==> config.mk <==
export PLATFORM = sky130hd
export DESIGN_NAME = pni_position_near
export DESIGN_NICKNAME = d
export VERILOG_FILES = /design/src/shared/pni_pkg.sv /design/src/hw/pni_trq_div.sv /design/src/hw/pni_position_near.sv
export VERILOG_INCLUDE_DIRS = /design/src /design/src/shared
export SDC_FILE = /design/constraint.sdc
export NUM_CORES = 1
export LEC_CHECK = 0
export BUFFER_PORTS_ARGS = -buffer_cell sky130_fd_sc_hd__buf_2
export CORE_UTILIZATION = 45
export CTS_CLUSTER_DIAMETER = 100
export DETAILED_ROUTE_END_ITERATION = 10
export PLACE_DENSITY = 0.65
export SYNTH_ARGS = -nofsm -noshare
export SYNTH_HDL_FRONTEND = slang
export SYNTH_SLANG_ARGS = --single-unit
==> constraint.sdc <==
create_clock -name clk -period 38.6 [get_ports clk]
set_clock_uncertainty 0.15 [all_clocks]
set_input_delay 7.72 -clock clk [delete_from_list [all_inputs] [get_ports clk]]
set_output_delay 7.72 -clock clk [all_outputs]
set_load 0.05 [all_outputs]
==> src/shared/pni_defines.svh <==
`ifndef PNI_DEFINES_SVH
`define PNI_DEFINES_SVH

// ----------------------------------------
// register word indices
// ----------------------------------------
`define PNI_ADDR_NEAR_W   4'h0
`define PNI_ADDR_DONE_W   4'h1
`define PNI_ADDR_CTRL     4'h2
`define PNI_ADDR_GAIN     4'h3
`define PNI_ADDR_STATUS   4'h4
`define PNI_ADDR_POS_ERR  4'h5
`define PNI_ADDR_TRQ_CMD  4'h6
`define PNI_ADDR_COMMAND  4'h7

// ----------------------------------------
// reset values and ranges
// ----------------------------------------
`define PNI_NEAR_W_RST    32'h4000_0000
`define PNI_NEAR_W_MIN    32'h0000_0001
`define PNI_NEAR_W_MAX    32'h4000_0000
`define PNI_DONE_W_RST    32'h0000_0007
`define PNI_DONE_W_MAX    32'h4000_0000
`define PNI_GAIN_RST      7'h1e
`define PNI_GAIN_MIN      7'h0a
`define PNI_GAIN_MAX      7'h64
`define PNI_METHOD_RST    4'h0

// ----------------------------------------
// control-method field codes
// ----------------------------------------
`define PNI_M_POS         4'h1
`define PNI_M_TRQ         4'h2
`define PNI_M_ISPD_POS    4'h5
`define PNI_M_POS_SPD     4'h7
`define PNI_M_POS_TRQ     4'h8
`define PNI_M_POS_INH     4'hb

// ----------------------------------------
// control register fields
// ----------------------------------------
`define PNI_CTRL_METHOD   3:0
`define PNI_CTRL_ALLOC    4
`define PNI_CTRL_INH_TERM 5
`define PNI_CTRL_NEAR_TERM 6

// ----------------------------------------
// command register fields
// ----------------------------------------
`define PNI_CMD_CLR_HI    0
`define PNI_CMD_CLR_LO    1
`define PNI_CMD_RESTART   2

// ----------------------------------------
// torque scaling and overload timing
// ----------------------------------------
`define PNI_MV_SCALE      20'h0_000a
`define PNI_RATED_PM      20'h0_03e8
`define PNI_HIGH_PM       20'h0_07d0
`define PNI_TRQ_SAT       20'h0_7fff
`define PNI_CLK_KHZ       250000
`define PNI_OVL_HI_MS     100
`define PNI_OVL_LO_MS     10000
`define PNI_DIV_STEPS     5'h14

`endif

==> src/shared/pni_pkg.sv <==
package pni_pkg;
  // active loop selected by control method and select input
  typedef enum logic [1:0] {
    PNI_LOOP_POS,
    PNI_LOOP_SPD,
    PNI_LOOP_ISPD,
    PNI_LOOP_TRQ
  } pni_loop_t;

  // serial divider sequencing
  typedef enum logic {
    PNI_DIV_IDLE,
    PNI_DIV_RUN
  } pni_div_state_t;
endpackage

==> src/hw/pni_trq_div.sv <==
`timescale 1ns/1ps
`include "pni_defines.svh"

module pni_trq_div
  import pni_pkg::*;
(
  // clock and reset
  input  wire logic        clk,
  input  wire logic        rst,
  // request
  input  wire logic        start,
  input  wire logic [19:0] num,
  input  wire logic [6:0]  den,
  // result
  output logic             done,
  output logic [19:0]      quo
);

  pni_div_state_t state_q;
  logic [19:0]    num_q;
  logic [19:0]    rem_q;
  logic [19:0]    acc_q;
  logic [6:0]     den_q;
  logic [4:0]     step_q;
  logic [20:0]    trial;

  // shift next numerator bit into remainder and test
  assign trial = {rem_q, num_q[19]} - {14'h0000, den_q};

  // restoring division, one quotient bit per cycle
  always_ff @(posedge clk or posedge rst) begin
    if (rst) begin
      state_q <= PNI_DIV_IDLE;
      num_q   <= 20'h0_0000;
      rem_q   <= 20'h0_0000;
      acc_q   <= 20'h0_0000;
      den_q   <= 7'h00;
      step_q  <= 5'h00;
      quo     <= 20'h0_0000;
      done    <= 1'b0;
    end else begin
      done <= 1'b0;
      case (state_q)
        PNI_DIV_IDLE: begin
          if (start) begin
            num_q   <= num;
            den_q   <= den;
            rem_q   <= 20'h0_0000;
            acc_q   <= 20'h0_0000;
            step_q  <= 5'h00;
            state_q <= PNI_DIV_RUN;
          end
        end
        PNI_DIV_RUN: begin
          num_q  <= {num_q[18:0], 1'b0};
          step_q <= step_q + 5'h01;
          if (trial[20]) begin
            rem_q <= {rem_q[18:0], num_q[19]};
            acc_q <= {acc_q[18:0], 1'b0};
          end else begin
            rem_q <= trial[19:0];
            acc_q <= {acc_q[18:0], 1'b1};
          end
          if (step_q == `PNI_DIV_STEPS - 5'h01) begin
            quo     <= trial[20] ? {acc_q[18:0], 1'b0} : {acc_q[18:0], 1'b1};
            done    <= 1'b1;
            state_q <= PNI_DIV_IDLE;
          end
        end
        default: state_q <= PNI_DIV_IDLE;
      endcase
    end
  end

endmodule

==> src/hw/pni_position_near.sv <==
`timescale 1ns/1ps
`include "pni_defines.svh"

// Overview of operation
// RL1: near output on while position error is below near-window width.
// RL2: near width accepts 1 to 1073741824, resets to 1073741824, applies at once.
// RL3: outputs high (closed) near completion, low (open) otherwise.
// RL4: near output drives terminal only when its output allocation is set.
// RL5: software should program near width larger than done width.
// RL6: inhibit active in position control drops incoming reference pulses.
// RL7: allocation mode 0 inhibits only in method B, from proportional input.
// RL8: in that mode, proportional input on stops counting, off counts.
// RL9: in method B the proportional input serves inhibit only.
// RL10: allocation mode 1 takes inhibit from dedicated input, on stops counting.
// RL11: dedicated inhibit acts only in methods 1,5,7,8 and when allocated.
// RL12: method 5 switches internal set speed and position by control select.
// RL13: inhibit only during position control, not speed or torque phases.
// RL14: method 2 selects torque control; method changes apply after restart.
// RL15: torque gain accepts 10 to 100 in 0.1 V per rated torque, immediate.
// RL16: torque gain resets to 30, rated torque at 3.0 V.
// RL17: torque command proportional to input voltage, sign gives direction.
// RL18: over-rated torque allowed; persistent excess raises high or low load alarm.
// RL19: done output on while absolute position error is below done width.
// RL20: near compare uses absolute error, same in both directions.
// RL21: feedback keeps updating the error while reference counting is inhibited.
module pni_position_near
  import pni_pkg::*;
#(
  parameter int OVL_HI_CYC = `PNI_OVL_HI_MS * `PNI_CLK_KHZ,
  parameter logic [31:0] OVL_LO_CYC = 32'(`PNI_OVL_LO_MS) * 32'(`PNI_CLK_KHZ)
)(
  // clock and reset
  input  wire logic               clk,
  input  wire logic               rst,
  // register port
  input  wire logic [3:0]         reg_addr,
  input  wire logic [31:0]        reg_wdata,
  input  wire logic               reg_wr,
  input  wire logic               reg_rd,
  output logic [31:0]             reg_rdata,
  // reference and feedback pulses
  input  wire logic               ref_pulse_in,
  input  wire logic               ref_dir_in,
  input  wire logic               fb_pulse_in,
  input  wire logic               fb_dir_in,
  // sequence inputs, high means closed
  input  wire logic               proportional_ctrl_in,
  input  wire logic               inhibit_in,
  input  wire logic               control_select_in,
  input  wire logic               speed_select_a_in,
  input  wire logic               speed_select_b_in,
  input  wire logic               speed_direction_in,
  // analog torque reference, signed millivolts
  input  wire logic signed [15:0] torque_ref_mv,
  // status outputs, high means closed
  output logic                    near_out,
  output logic                    position_done_out,
  output logic                    p_ctrl_req_out,
  output logic [1:0]              loop_out,
  output logic [2:0]              speed_sel_out,
  output logic signed [15:0]      torque_cmd_out,
  output logic                    ovl_high_alarm_out,
  output logic                    ovl_low_alarm_out
);

  // ----------------------------------------
  // configuration registers
  // ----------------------------------------
  logic [31:0]        near_window_width_q;
  logic [31:0]        done_window_width_q;
  logic [3:0]         control_method_field_q;
  logic               input_allocation_mode_q;
  logic               block_input_allocation_q;
  logic               near_output_allocation_q;
  logic [6:0]         torque_input_gain_q;
  logic [3:0]         method_act_q;

  logic               wr_near;
  logic               wr_done;
  logic               wr_ctrl;
  logic               wr_gain;
  logic               wr_cmd;

  assign wr_near = reg_wr && (reg_addr == `PNI_ADDR_NEAR_W);
  assign wr_done = reg_wr && (reg_addr == `PNI_ADDR_DONE_W);
  assign wr_ctrl = reg_wr && (reg_addr == `PNI_ADDR_CTRL);
  assign wr_gain = reg_wr && (reg_addr == `PNI_ADDR_GAIN);
  assign wr_cmd  = reg_wr && (reg_addr == `PNI_ADDR_COMMAND);

  // near width, clamped into its range, live at once
  always_ff @(posedge clk or posedge rst) begin
    if (rst) begin
      near_window_width_q <= `PNI_NEAR_W_RST; // RL2
    end else if (wr_near) begin
      if (reg_wdata < `PNI_NEAR_W_MIN) begin
        near_window_width_q <= `PNI_NEAR_W_MIN; // RL2
      end else if (reg_wdata > `PNI_NEAR_W_MAX) begin
        near_window_width_q <= `PNI_NEAR_W_MAX; // RL2
      end else begin
        near_window_width_q <= reg_wdata; // RL2
      end
    end
  end

  // done width, clamped to its top
  always_ff @(posedge clk or posedge rst) begin
    if (rst) begin
      done_window_width_q <= `PNI_DONE_W_RST;
    end else if (wr_done) begin
      done_window_width_q <= (reg_wdata > `PNI_DONE_W_MAX) ? `PNI_DONE_W_MAX : reg_wdata;
    end
  end

  // method field and allocation bits
  always_ff @(posedge clk or posedge rst) begin
    if (rst) begin
      control_method_field_q   <= `PNI_METHOD_RST;
      input_allocation_mode_q  <= 1'b0;
      block_input_allocation_q <= 1'b0;
      near_output_allocation_q <= 1'b0;
    end else if (wr_ctrl) begin
      control_method_field_q   <= reg_wdata[`PNI_CTRL_METHOD];
      input_allocation_mode_q  <= reg_wdata[`PNI_CTRL_ALLOC];
      block_input_allocation_q <= reg_wdata[`PNI_CTRL_INH_TERM];
      near_output_allocation_q <= reg_wdata[`PNI_CTRL_NEAR_TERM];
    end
  end

  // method in force changes only on a restart command
  always_ff @(posedge clk or posedge rst) begin
    if (rst) begin
      method_act_q <= `PNI_METHOD_RST;
    end else if (wr_cmd && reg_wdata[`PNI_CMD_RESTART]) begin
      method_act_q <= control_method_field_q; // RL14
    end
  end

  // torque gain, clamped, live at once
  always_ff @(posedge clk or posedge rst) begin
    if (rst) begin
      torque_input_gain_q <= `PNI_GAIN_RST; // RL16
    end else if (wr_gain) begin
      if (reg_wdata < 32'(`PNI_GAIN_MIN)) begin
        torque_input_gain_q <= `PNI_GAIN_MIN; // RL15
      end else if (reg_wdata > 32'(`PNI_GAIN_MAX)) begin
        torque_input_gain_q <= `PNI_GAIN_MAX; // RL15
      end else begin
        torque_input_gain_q <= reg_wdata[6:0]; // RL15
      end
    end
  end

  // ----------------------------------------
  // loop selection
  // ----------------------------------------
  pni_loop_t loop;
  logic      pos_active;

  // pick active loop from method in force and control select
  always_comb begin
    case (method_act_q)
      `PNI_M_TRQ:      loop = PNI_LOOP_TRQ; // RL14
      `PNI_M_ISPD_POS: loop = control_select_in ? PNI_LOOP_POS : PNI_LOOP_ISPD; // RL12
      `PNI_M_POS_SPD:  loop = control_select_in ? PNI_LOOP_SPD : PNI_LOOP_POS;
      `PNI_M_POS_TRQ:  loop = control_select_in ? PNI_LOOP_TRQ : PNI_LOOP_POS;
      `PNI_M_POS:      loop = PNI_LOOP_POS;
      `PNI_M_POS_INH:  loop = PNI_LOOP_POS;
      default:         loop = PNI_LOOP_SPD;
    endcase
  end

  assign pos_active = (loop == PNI_LOOP_POS);

  // ----------------------------------------
  // pulse inhibit
  // ----------------------------------------
  logic inh_method_ok;
  logic inh_req;
  logic inh_active;

  // methods that honour the dedicated inhibit input
  assign inh_method_ok = (method_act_q == `PNI_M_POS) || (method_act_q == `PNI_M_ISPD_POS) ||
                         (method_act_q == `PNI_M_POS_SPD) || (method_act_q == `PNI_M_POS_TRQ);

  // inhibit source by allocation mode
  always_comb begin
    if (!input_allocation_mode_q) begin
      inh_req = (method_act_q == `PNI_M_POS_INH) && proportional_ctrl_in; // RL7 RL8
    end else begin
      inh_req = inh_method_ok && block_input_allocation_q && inhibit_in; // RL10 RL11
    end
  end

  assign inh_active = inh_req && pos_active; // RL13

  // proportional request suppressed when the input serves inhibit
  always_ff @(posedge clk or posedge rst) begin
    if (rst) begin
      p_ctrl_req_out <= 1'b0;
    end else begin
      p_ctrl_req_out <= proportional_ctrl_in && (method_act_q != `PNI_M_POS_INH); // RL9
    end
  end

  // ----------------------------------------
  // position error
  // ----------------------------------------
  logic signed [31:0] err_q;
  logic signed [31:0] ref_step;
  logic signed [31:0] fb_step;
  logic [31:0]        err_abs;

  // reference step dropped while inhibited, feedback always applied
  always_comb begin
    ref_step = 32'sh0000_0000;
    fb_step  = 32'sh0000_0000;
    if (ref_pulse_in && pos_active && !inh_active) begin // RL6
      ref_step = ref_dir_in ? -32'sh0000_0001 : 32'sh0000_0001;
    end
    if (fb_pulse_in) begin // RL21
      fb_step = fb_dir_in ? -32'sh0000_0001 : 32'sh0000_0001;
    end
  end

  // error counter clears outside position control
  always_ff @(posedge clk or posedge rst) begin
    if (rst) begin
      err_q <= 32'sh0000_0000;
    end else if (!pos_active) begin
      err_q <= 32'sh0000_0000;
    end else begin
      err_q <= err_q + ref_step - fb_step; // RL21
    end
  end

  assign err_abs = err_q[31] ? 32'(-err_q) : 32'(err_q); // RL20

  // near and done compares, registered
  always_ff @(posedge clk or posedge rst) begin
    if (rst) begin
      near_out          <= 1'b0;
      position_done_out <= 1'b0;
    end else begin
      near_out          <= near_output_allocation_q && pos_active &&
                           (err_abs < near_window_width_q); // RL1 RL3 RL4 RL20
      position_done_out <= pos_active && (err_abs < done_window_width_q); // RL19 RL3
    end
  end

  // ----------------------------------------
  // speed select and loop status
  // ----------------------------------------
  always_ff @(posedge clk or posedge rst) begin
    if (rst) begin
      loop_out      <= 2'h0;
      speed_sel_out <= 3'h0;
    end else begin
      loop_out      <= loop;
      speed_sel_out <= (loop == PNI_LOOP_ISPD) ?
                       {speed_direction_in, speed_select_b_in, speed_select_a_in} : 3'h0; // RL12
    end
  end

  // ----------------------------------------
  // torque scaling, per mille of rated
  // ----------------------------------------
  logic        div_done;
  logic [19:0] div_quo;
  logic [19:0] mv_mag;
  logic        sign_q;
  logic        sign_run_q;
  logic        div_busy_q;

  assign mv_mag = {4'h0, torque_ref_mv[15] ? 16'(-torque_ref_mv) : 16'(torque_ref_mv)};

  // permille = mv * 10 / gain
  pni_trq_div u_div (
    .clk   (clk),
    .rst   (rst),
    .start (!div_busy_q),
    .num   (20'(mv_mag * `PNI_MV_SCALE)),
    .den   (torque_input_gain_q),
    .done  (div_done),
    .quo   (div_quo)
  );

  // track divider activity and sign of the sample in flight
  always_ff @(posedge clk or posedge rst) begin
    if (rst) begin
      div_busy_q <= 1'b0;
      sign_run_q <= 1'b0;
      sign_q     <= 1'b0;
    end else if (!div_busy_q) begin
      div_busy_q <= 1'b1;
      sign_run_q <= torque_ref_mv[15];
    end else if (div_done) begin
      div_busy_q <= 1'b0;
      sign_q     <= sign_run_q;
    end
  end

  logic [19:0] trq_mag_q;

  // signed command, saturated, only in torque loop
  always_ff @(posedge clk or posedge rst) begin
    if (rst) begin
      trq_mag_q      <= 20'h0_0000;
      torque_cmd_out <= 16'sh0000;
    end else begin
      if (div_done) begin
        trq_mag_q <= div_quo;
      end
      if (loop != PNI_LOOP_TRQ) begin
        torque_cmd_out <= 16'sh0000; // RL14
      end else if (div_done && div_quo > `PNI_TRQ_SAT) begin
        torque_cmd_out <= sign_run_q ? -16'sh7fff : 16'sh7fff; // RL17
      end else if (div_done) begin
        torque_cmd_out <= sign_run_q ? -16'(div_quo) : 16'(div_quo); // RL17
      end
    end
  end

  // ----------------------------------------
  // overload timing
  // ----------------------------------------
  logic [31:0] hi_cnt_q;
  logic [31:0] lo_cnt_q;
  logic        over_hi;
  logic        over_rated;

  assign over_hi    = (loop == PNI_LOOP_TRQ) && (trq_mag_q > `PNI_HIGH_PM);
  assign over_rated = (loop == PNI_LOOP_TRQ) && (trq_mag_q > `PNI_RATED_PM);

  // excess durations, saturating
  always_ff @(posedge clk or posedge rst) begin
    if (rst) begin
      hi_cnt_q <= 32'h0000_0000;
      lo_cnt_q <= 32'h0000_0000;
    end else begin
      hi_cnt_q <= !over_hi ? 32'h0000_0000 :
                  (hi_cnt_q < 32'(OVL_HI_CYC)) ? hi_cnt_q + 32'h0000_0001 : hi_cnt_q;
      lo_cnt_q <= !over_rated ? 32'h0000_0000 :
                  (lo_cnt_q < 32'(OVL_LO_CYC)) ? lo_cnt_q + 32'h0000_0001 : lo_cnt_q;
    end
  end

  // sticky alarms, set wins over clear
  always_ff @(posedge clk or posedge rst) begin
    if (rst) begin
      ovl_high_alarm_out <= 1'b0;
      ovl_low_alarm_out  <= 1'b0;
    end else begin
      if (hi_cnt_q >= 32'(OVL_HI_CYC)) begin
        ovl_high_alarm_out <= 1'b1; // RL18
      end else if (wr_cmd && reg_wdata[`PNI_CMD_CLR_HI]) begin
        ovl_high_alarm_out <= 1'b0;
      end
      if (lo_cnt_q >= 32'(OVL_LO_CYC)) begin
        ovl_low_alarm_out <= 1'b1; // RL18
      end else if (wr_cmd && reg_wdata[`PNI_CMD_CLR_LO]) begin
        ovl_low_alarm_out <= 1'b0;
      end
    end
  end

  // ----------------------------------------
  // register read
  // ----------------------------------------
  logic [31:0] rd_mux;

  always_comb begin
    case (reg_addr)
      `PNI_ADDR_NEAR_W:  rd_mux = near_window_width_q;
      `PNI_ADDR_DONE_W:  rd_mux = done_window_width_q;
      `PNI_ADDR_CTRL:    rd_mux = {25'h000_0000, near_output_allocation_q,
                                   block_input_allocation_q, input_allocation_mode_q,
                                   control_method_field_q};
      `PNI_ADDR_GAIN:    rd_mux = {25'h000_0000, torque_input_gain_q};
      `PNI_ADDR_STATUS:  rd_mux = {20'h0_0000, method_act_q, 1'b0, ovl_low_alarm_out,
                                   ovl_high_alarm_out, loop_out, inh_active,
                                   position_done_out, near_out};
      `PNI_ADDR_POS_ERR: rd_mux = err_q;
      `PNI_ADDR_TRQ_CMD: rd_mux = {{16{torque_cmd_out[15]}}, torque_cmd_out};
      default:           rd_mux = 32'h0000_0000;
    endcase
  end

  // read data stand one cycle after the strobe
  always_ff @(posedge clk or posedge rst) begin
    if (rst) begin
      reg_rdata <= 32'h0000_0000;
    end else begin
      reg_rdata <= reg_rd ? rd_mux : 32'h0000_0000;
    end
  end

endmodule

== Yosys cells after proc, flatten, opt, wreduce, memory -nomap -nowiden ==
Cells that the tools add are included.
Widths: inputs -> output; s select.
Cells by class
  add/sub/neg operators: 9
  reduce and logical (&&, ||, !) cells: 33
  bitwise logic cells: 2
  multiplexer cells: 48
  eq/ne operators: 21
  div/mod/pow operators: 0
  shift-type cells: 0
  multipliers: 1
  $lt $le $gt $ge: 13
Operators by type and width (number)
  $mux 32: 13
  $pmux 32 s7: 1
  $mux 16: 6
  $pmux 20 s2: 2
  $add 32x1->32 const B: 2
  $lt 32x32->1: 2
  $mux 20: 3
  $pmux 19 s2: 1
  $add 32x32->32: 1
  $ge 32x25->1 const B: 1
  $ge 32x32->1 const B: 1
  $gt 32x31->1 const B: 1
  $gt 32x7->1 const B: 1
  $lt 32x1->1 const B: 1
  $lt 32x25->1 const B: 1
  $lt 32x32->1 const B: 1
  $lt 32x4->1 const B: 1
  $neg 16->16: 2
  $neg 32->32: 1
  $sub 32x32->32: 1
  $eq 4x3->1 const B: 6
  $logic_and 1x1->1: 21
  $sub 21x7->21: 1
  $gt 20x10->1 const B: 1
  29 further kinds: 55
Storage, ports and cells
  output and inout port bits: 58
  bits in read-only memories: 0
  bits in registers: 351
  RAM bits: 0
  bits in latches: 0
  input bits: 66
  memories kept: 0
  logic and storage cells: 158

== Logic depth before layout (Yosys ltp) ==
  depth after elaboration: 14
  depth in mapped cells: 21
  gate-level depth less buffers: 20

== Modules after synthesis ==
From an unflattened synthesis, not the netlist that was laid out.
Second synthesis, totals
  cell total of the unflattened synthesis: 2308
  area total of the unflattened synthesis: 21679.5 um^2
By module, submodules not included
  pni_position_near: sequential area each 6466.2 um^2, cells each 1794, instances 1, area an instance 16895.0 um^2
  pni_trq_div: sequential area each 2327.2 um^2, cells each 514, instances 1, area an instance 4784.6 um^2

== Least setup slack after synthesis ==
No wires, ideal clock.
  path type: input port to flip-flop
  from: in control_select_in
  to: reg err_q[29]
  stages on the path: 18
  slack: 26.056 ns
  arrival: 12.263 ns
  data required time: 38.318 ns
  cell sequence: or3_1 a21oi_1 a21oi_1 nor2_1 and4_1 inv_1 fa_1 inv_1 ha_1 a211oi_1 o211ai_1 nand2_1 o32a_1 o31a_1 a2111oi_0 o41ai_1 xor2_1 nor2_1
On the way
  cells in the longest elaborated chain, start to end: 10
  elaborated cells between the ends (all ways): 13
  classes of those cells: add/sub: 2; mux: 6; reduce/logical: 5
Ends and longest elaborated chain
  start, declared: RTL line pni_position_near.sv:49  | input wire logic control_select_in,
  $mux 2 / $mux 1 (equally long branches): RTL line pni_position_near.sv:165, pni_position_near.sv:164
  $pmux 2 s5 (*): RTL line pni_position_near.sv:161  | case (method_act_q)
  net loop[0]: RTL line pni_position_near.sv:156  | pni_loop_t loop;
  $logic_not 2->1 (*): RTL line pni_position_near.sv:172  | assign pos_active = (loop == PNI_LOOP_POS);
  $logic_and 1x1->1: RTL line pni_position_near.sv:194  | assign inh_active = inh_req && pos_active;
  $logic_not 1->1: RTL line pni_position_near.sv:217  | if (ref_pulse_in && pos_active && !inh_active) begin
  $logic_and 1x1->1: RTL line pni_position_near.sv:217
  $mux 32: RTL line pni_position_near.sv:217
  $add 32x32->32: RTL line pni_position_near.sv:232  | err_q <= err_q + ref_step - fb_step;
  $sub 32x32->32: RTL line pni_position_near.sv:232
  $mux 32 (*): RTL line pni_position_near.sv:229  | end else if (!pos_active) begin
  end signal, assigned: RTL line pni_position_near.sv:232
  end, declared: RTL line pni_position_near.sv:208  | logic signed [31:0] err_q;
Mark *: on every way through the listed nets, which the timed path passes. The rest lies on a longest branch.
A chain may end at the register's enable or synchronous reset.

== Worst setup path in the final report ==
  from: in control_select_in
  to: reg err_q[29]
On the way
  cells in the longest elaborated chain, start to end: 10
  elaborated cells between the ends (all ways): 13
  classes of those cells: add/sub: 2; mux: 6; reduce/logical: 5
Ends and longest elaborated chain
  $mux 2, or another cell as far along: RTL line pni_position_near.sv:165  | `PNI_M_POS_TRQ: loop = control_select_in ? PNI_LOOP_TRQ : PNI_LOOP_POS;
  $pmux 2 s5 (*): RTL line pni_position_near.sv:161
  $logic_not 2->1 (*): RTL line pni_position_near.sv:172
  $logic_and 1x1->1: RTL line pni_position_near.sv:194
  $logic_not 1->1: RTL line pni_position_near.sv:217
  $logic_and 1x1->1: RTL line pni_position_near.sv:217
  $mux 32: RTL line pni_position_near.sv:217
  $add 32x32->32: RTL line pni_position_near.sv:232
  $sub 32x32->32: RTL line pni_position_near.sv:232
  $mux 32 (*): RTL line pni_position_near.sv:229
Mark *: on every way between the ends. The rest lies on a longest branch, timed or not.

==> impl_metrics.tcl <==
set metrics [dict create \
    port_buffers 123 \
    layout.area.seq_mm2 0.00877 \
    final-hold-violation-count 0 \
    synth_compound_gate_area_share 0.174 \
    grt_pass1_wl_um 89900 \
    final.setup.tns_ns 0 \
    hold_buffers 0 \
    gp_routability_congestion 0.944 \
    routed_wl_um 55200 \
    power.sequential.fraction 0.292 \
    routedWlPerCell_um 18.3 \
    dpl-instance-area_mm2 0.0224 \
    synth_seq_area_share 0.414 \
    synth_area_mm2 0.0212 \
    route.antenna.remaining_nets 0 \
    cts-resized-gates 0 \
    boundaryPins 124 \
    hold-path-cell-count 2 \
    slew-limit-headroom 0.231 \
    synth.lib_cells_used.distinct 74 \
    r2r_depth 18 \
    crit_fanout 18 \
    start_util 0.456 \
    cts-buffers-inserted 41 \
    synth_xor_area_frac 0.0608 \
    syn_avg_cell_area_um2 9.31 \
    yosys.area_share.adder 0.112 \
    slew_of_the_pin_with_the_lowest_slew_margin_ns 1.15 \
    globalRouteOverflowTotal 0 \
    multiInputGateArea_mm2 0.0113 \
    cp_arrival_ns 13.34 \
    ctsHtreeMaxLevel 2 \
    switching_share 0.400 \
    critPathCaptureType "flip-flop" \
    first_global_vias 16900 \
    clockBufferDepth 3 \
    route.detailed.drc 0 \
    clk_latency_ns 0.57 \
    async_reset_ff_frac 1.00 \
    dieArea_mm2 0.0479 \
    maxcap_viol_count 0 \
    synth_cells 2275 \
    place_inst 2935 \
    setup_viol 0 \
    drt_iter0_markers 1192 \
    vias_per_cell 5.71 \
    synth_warnings 0 \
    core_mm2 0.0465 \
    number_of_antenna_violations_at_the_first_check_in_global_routing 6 \
    switching_power_uw 668 \
    synth_top_family_by_area "compound AO/OA/AOI/OAI gates" \
    timing.fmax_ghz 0.0765 \
    grtUsageTotal 0.235 \
    fin_crit_period_ns 13.07 \
    grt_start_max_net_pins 158 \
    grt_setup_unrepaired "false" \
    numClockSinks 350 \
    critical_path_start_type "primary input" \
    finalCritPeriodShare 0.339 \
    synth_to_layout_area_growth_pct 12.8 \
    drt_pre_antenna_iters 7 \
    clock_power_share 0.251 \
    hold_class "flip-flop to flip-flop" \
    multiplexer_share_of_the_synthesized_area 0.0253 \
    placement_rows 79 \
    intPower_uw 1000 \
    fillers 4272 \
    die_x_um 219 \
    tritoncts "built" \
    synthesis.nets 2511 \
    final_layout_size_suffix_gt1_frac 0.119 \
    count_of_flip_flops_with_a_built_in_enable_after_synthesis 0 \
    required_ns 38.87 \
    powerDensity_mw_per_mm2 69.9 \
    vdd_ir_drop_max_v 0.0000396 \
    vias 17200 \
    dominantRegCellSynth "sky130_fd_sc_hd__dfrtp_1" \
    place.detailed.hpwl_um 39600 \
    power.share.combinational 0.457 \
    kind_of_critical_path "primary input to flip-flop" \
    finalNetCount 2607 \
    clk_pin_slew_worst_paths_ns 0.06 \
    clock-root-buffer "sky130_fd_sc_hd__clkbuf_16" \
    postCtsSetupRepairBufs 0 \
    yosys.area_share.simple 0.160 \
    fin_area_mm2 0.0239 \
    outcome "complete, no violations" \
    yosys_register_bits 350 \
    timing.hold.ws_ns 0.336 \
    power.leakage_uw 0.0110 \
    timing_max_transition_violations_final 0 \
    chipHeight_um 219 \
    layoutNonFillerInstCount 3013 \
]
==> registers in the layout (all words and copies together), names as in the netlist, 16 cells and up <==
signal / flops
u_div.num_q: 19
u_div.quo: 20
torque_cmd_out: 16
near_window_width_q: 32
u_div.rem_q: 20
reg_rdata: 32
done_window_width_q: 32
u_div.acc_q: 19
hi_cnt_q: 32
trq_mag_q: 20
lo_cnt_q: 32
err_q: 32
==> cells in the final DEF, fill, tap and decap left out, drive strengths merged, types with 14 or more instances in the layout <==
cell type	netlist	final
nand2b	31	31
fa	33	33
a21o	36	36
o21ai	141	141
xnor2	75	75
o21a	14	14
or3	39	39
clkbuf	77	52
nor3	38	38
buf	12	142
a21oi	115	115
nand2	255	255
nand3	55	55
mux2	37	37
ha	137	137
nand4	39	39
xor2	72	72
a22oi	39	39
a31oi	33	33
nor2b	18	18
nor4	18	18
dfrtp	342	342
nor2	145	145
o41ai	15	15
o31ai	18	18
inv	209	209
a22o	68	68
o211ai	17	17
==> cell usage after synthesis, types with 5 or more instances <==
master | number | share of area
sky130_fd_sc_hd__a211oi_1 | 11 | 0.0039
sky130_fd_sc_hd__a21boi_0 | 5 | 0.0018
sky130_fd_sc_hd__a21o_1 | 36 | 0.013
sky130_fd_sc_hd__a21oi_1 | 115 | 0.027
sky130_fd_sc_hd__a22o_1 | 68 | 0.028
sky130_fd_sc_hd__a22oi_1 | 39 | 0.014
sky130_fd_sc_hd__a31oi_1 | 33 | 0.0097
sky130_fd_sc_hd__and2_1 | 10 | 0.0030
sky130_fd_sc_hd__and3_1 | 12 | 0.0035
sky130_fd_sc_hd__and4_1 | 7 | 0.0029
sky130_fd_sc_hd__buf_1 | 10 | 0.0018
sky130_fd_sc_hd__clkbuf_1 | 77 | 0.014
sky130_fd_sc_hd__dfrtp_1 | 342 | 0.40
sky130_fd_sc_hd__dfstp_2 | 8 | 0.0099
sky130_fd_sc_hd__fa_1 | 33 | 0.031
sky130_fd_sc_hd__ha_1 | 137 | 0.081
sky130_fd_sc_hd__inv_1 | 209 | 0.037
sky130_fd_sc_hd__mux2_2 | 37 | 0.020
sky130_fd_sc_hd__mux2i_1 | 12 | 0.0057
sky130_fd_sc_hd__nand2_1 | 254 | 0.045
sky130_fd_sc_hd__nand2b_1 | 31 | 0.0092
sky130_fd_sc_hd__nand3_1 | 54 | 0.013
sky130_fd_sc_hd__nand4_1 | 38 | 0.011
sky130_fd_sc_hd__nor2_1 | 145 | 0.026
sky130_fd_sc_hd__nor2b_1 | 18 | 0.0053
sky130_fd_sc_hd__nor3_1 | 38 | 0.0090
sky130_fd_sc_hd__nor3b_1 | 5 | 0.0018
sky130_fd_sc_hd__nor4_1 | 18 | 0.0053
sky130_fd_sc_hd__o211ai_1 | 17 | 0.0060
sky130_fd_sc_hd__o21a_1 | 14 | 0.0050
sky130_fd_sc_hd__o21ai_0 | 138 | 0.033
sky130_fd_sc_hd__o21bai_1 | 8 | 0.0028
sky130_fd_sc_hd__o31ai_1 | 18 | 0.0064
sky130_fd_sc_hd__o41ai_1 | 15 | 0.0062
sky130_fd_sc_hd__or2_2 | 6 | 0.0018
sky130_fd_sc_hd__or3_1 | 35 | 0.010
sky130_fd_sc_hd__or4_1 | 12 | 0.0043
sky130_fd_sc_hd__xnor2_1 | 75 | 0.031
sky130_fd_sc_hd__xor2_1 | 72 | 0.030
==> final timing paths <==
path | start | to | slack (ns)
max | control_select_in | err_q[29] | 25.53
min | u_div.acc_q[18] | u_div.quo[19] | 0.34
max reg2reg | method_act_q[3] | err_q[29] | 32.14
min reg2reg | u_div.acc_q[18] | u_div.quo[19] | 0.34
max in group asynchronous | rst | reg_rdata[12] | 29.65
min in group asynchronous | rst | hi_cnt_q[19] | 7.19
==> power by group through the flow <==
stage	Combinational (uW)	Sequential (uW)	Clock, uW
floorplan	573	475	0
global placement	737	489	0
detailed placement	757	492	0
CTS	763	486	428
global route	864	495	443
finish	764	488	418
==> worst max-delay path, cell delays in order <==
cell	delay (ns)
sky130_fd_sc_hd__buf_2	0.11
sky130_fd_sc_hd__nand2b_1	0.14
sky130_fd_sc_hd__nor3_1	0.60
sky130_fd_sc_hd__nor2_1	0.39
sky130_fd_sc_hd__and4_1	0.35
sky130_fd_sc_hd__inv_1	0.47
sky130_fd_sc_hd__buf_4	0.42
sky130_fd_sc_hd__fa_1	0.47
sky130_fd_sc_hd__inv_1	0.07
sky130_fd_sc_hd__ha_1	0.23
sky130_fd_sc_hd__o21ai_0	0.17
sky130_fd_sc_hd__o211ai_1	0.18
sky130_fd_sc_hd__nand2_1	0.14
sky130_fd_sc_hd__o32a_1	0.37
sky130_fd_sc_hd__o31a_1	0.35
sky130_fd_sc_hd__a2111oi_0	0.80
sky130_fd_sc_hd__o41ai_1	0.15
sky130_fd_sc_hd__xor2_1	0.17
sky130_fd_sc_hd__nor2_1	0.05
==> layer usage <==
layer | vias to the layer above | wire length [um] | track usage
met4 | 2 | 1760 | 0.0947
met1 | 8414 | 24500 | 0.315
met2 | 517 | 25900 | 0.383
met3 | 100 | 3060 | 0.0338
met5 | - | 10 | 0
li1 | 8185 | - | -
==> stage by stage <==
stage / power (uW) / worst slack, ns / utilization
floorplan: 1050 / 21.04 / -
global placement: 1230 / 25.20 / 0.483
detailed placement: 1250 / 24.98 / 0.483
CTS: 1680 / 25.56 / 0.514
global route: 1800 / 24.99 / 0.514
finish: 1670 / 25.53 / 0.514
==> logic make-up after synthesis <==
kind of cell             Yosys count
flip-flops                       350
AND/OR/NAND/NOR                  702
buffers and inverters            298
AO/OA/AOI/OAI                    559
adder cells (fa/ha/maj)          170
multiplexers                      49
XOR/XNOR                         147
==> area by class of cell <==
cell class | instances | share of cell area
Antenna cell | 5 | 0.000524
Clock buffer | 52 | 0.0481
Clock inverter | 21 | 0.0127
Inverter | 209 | 0.0332
Multi-Input combinational cell | 1627 | 0.474
Sequential cell | 350 | 0.367
Tap cell | 607 | 0.0318
Timing Repair Buffer | 142 | 0.0323
(Power assumes the default switching activity.)
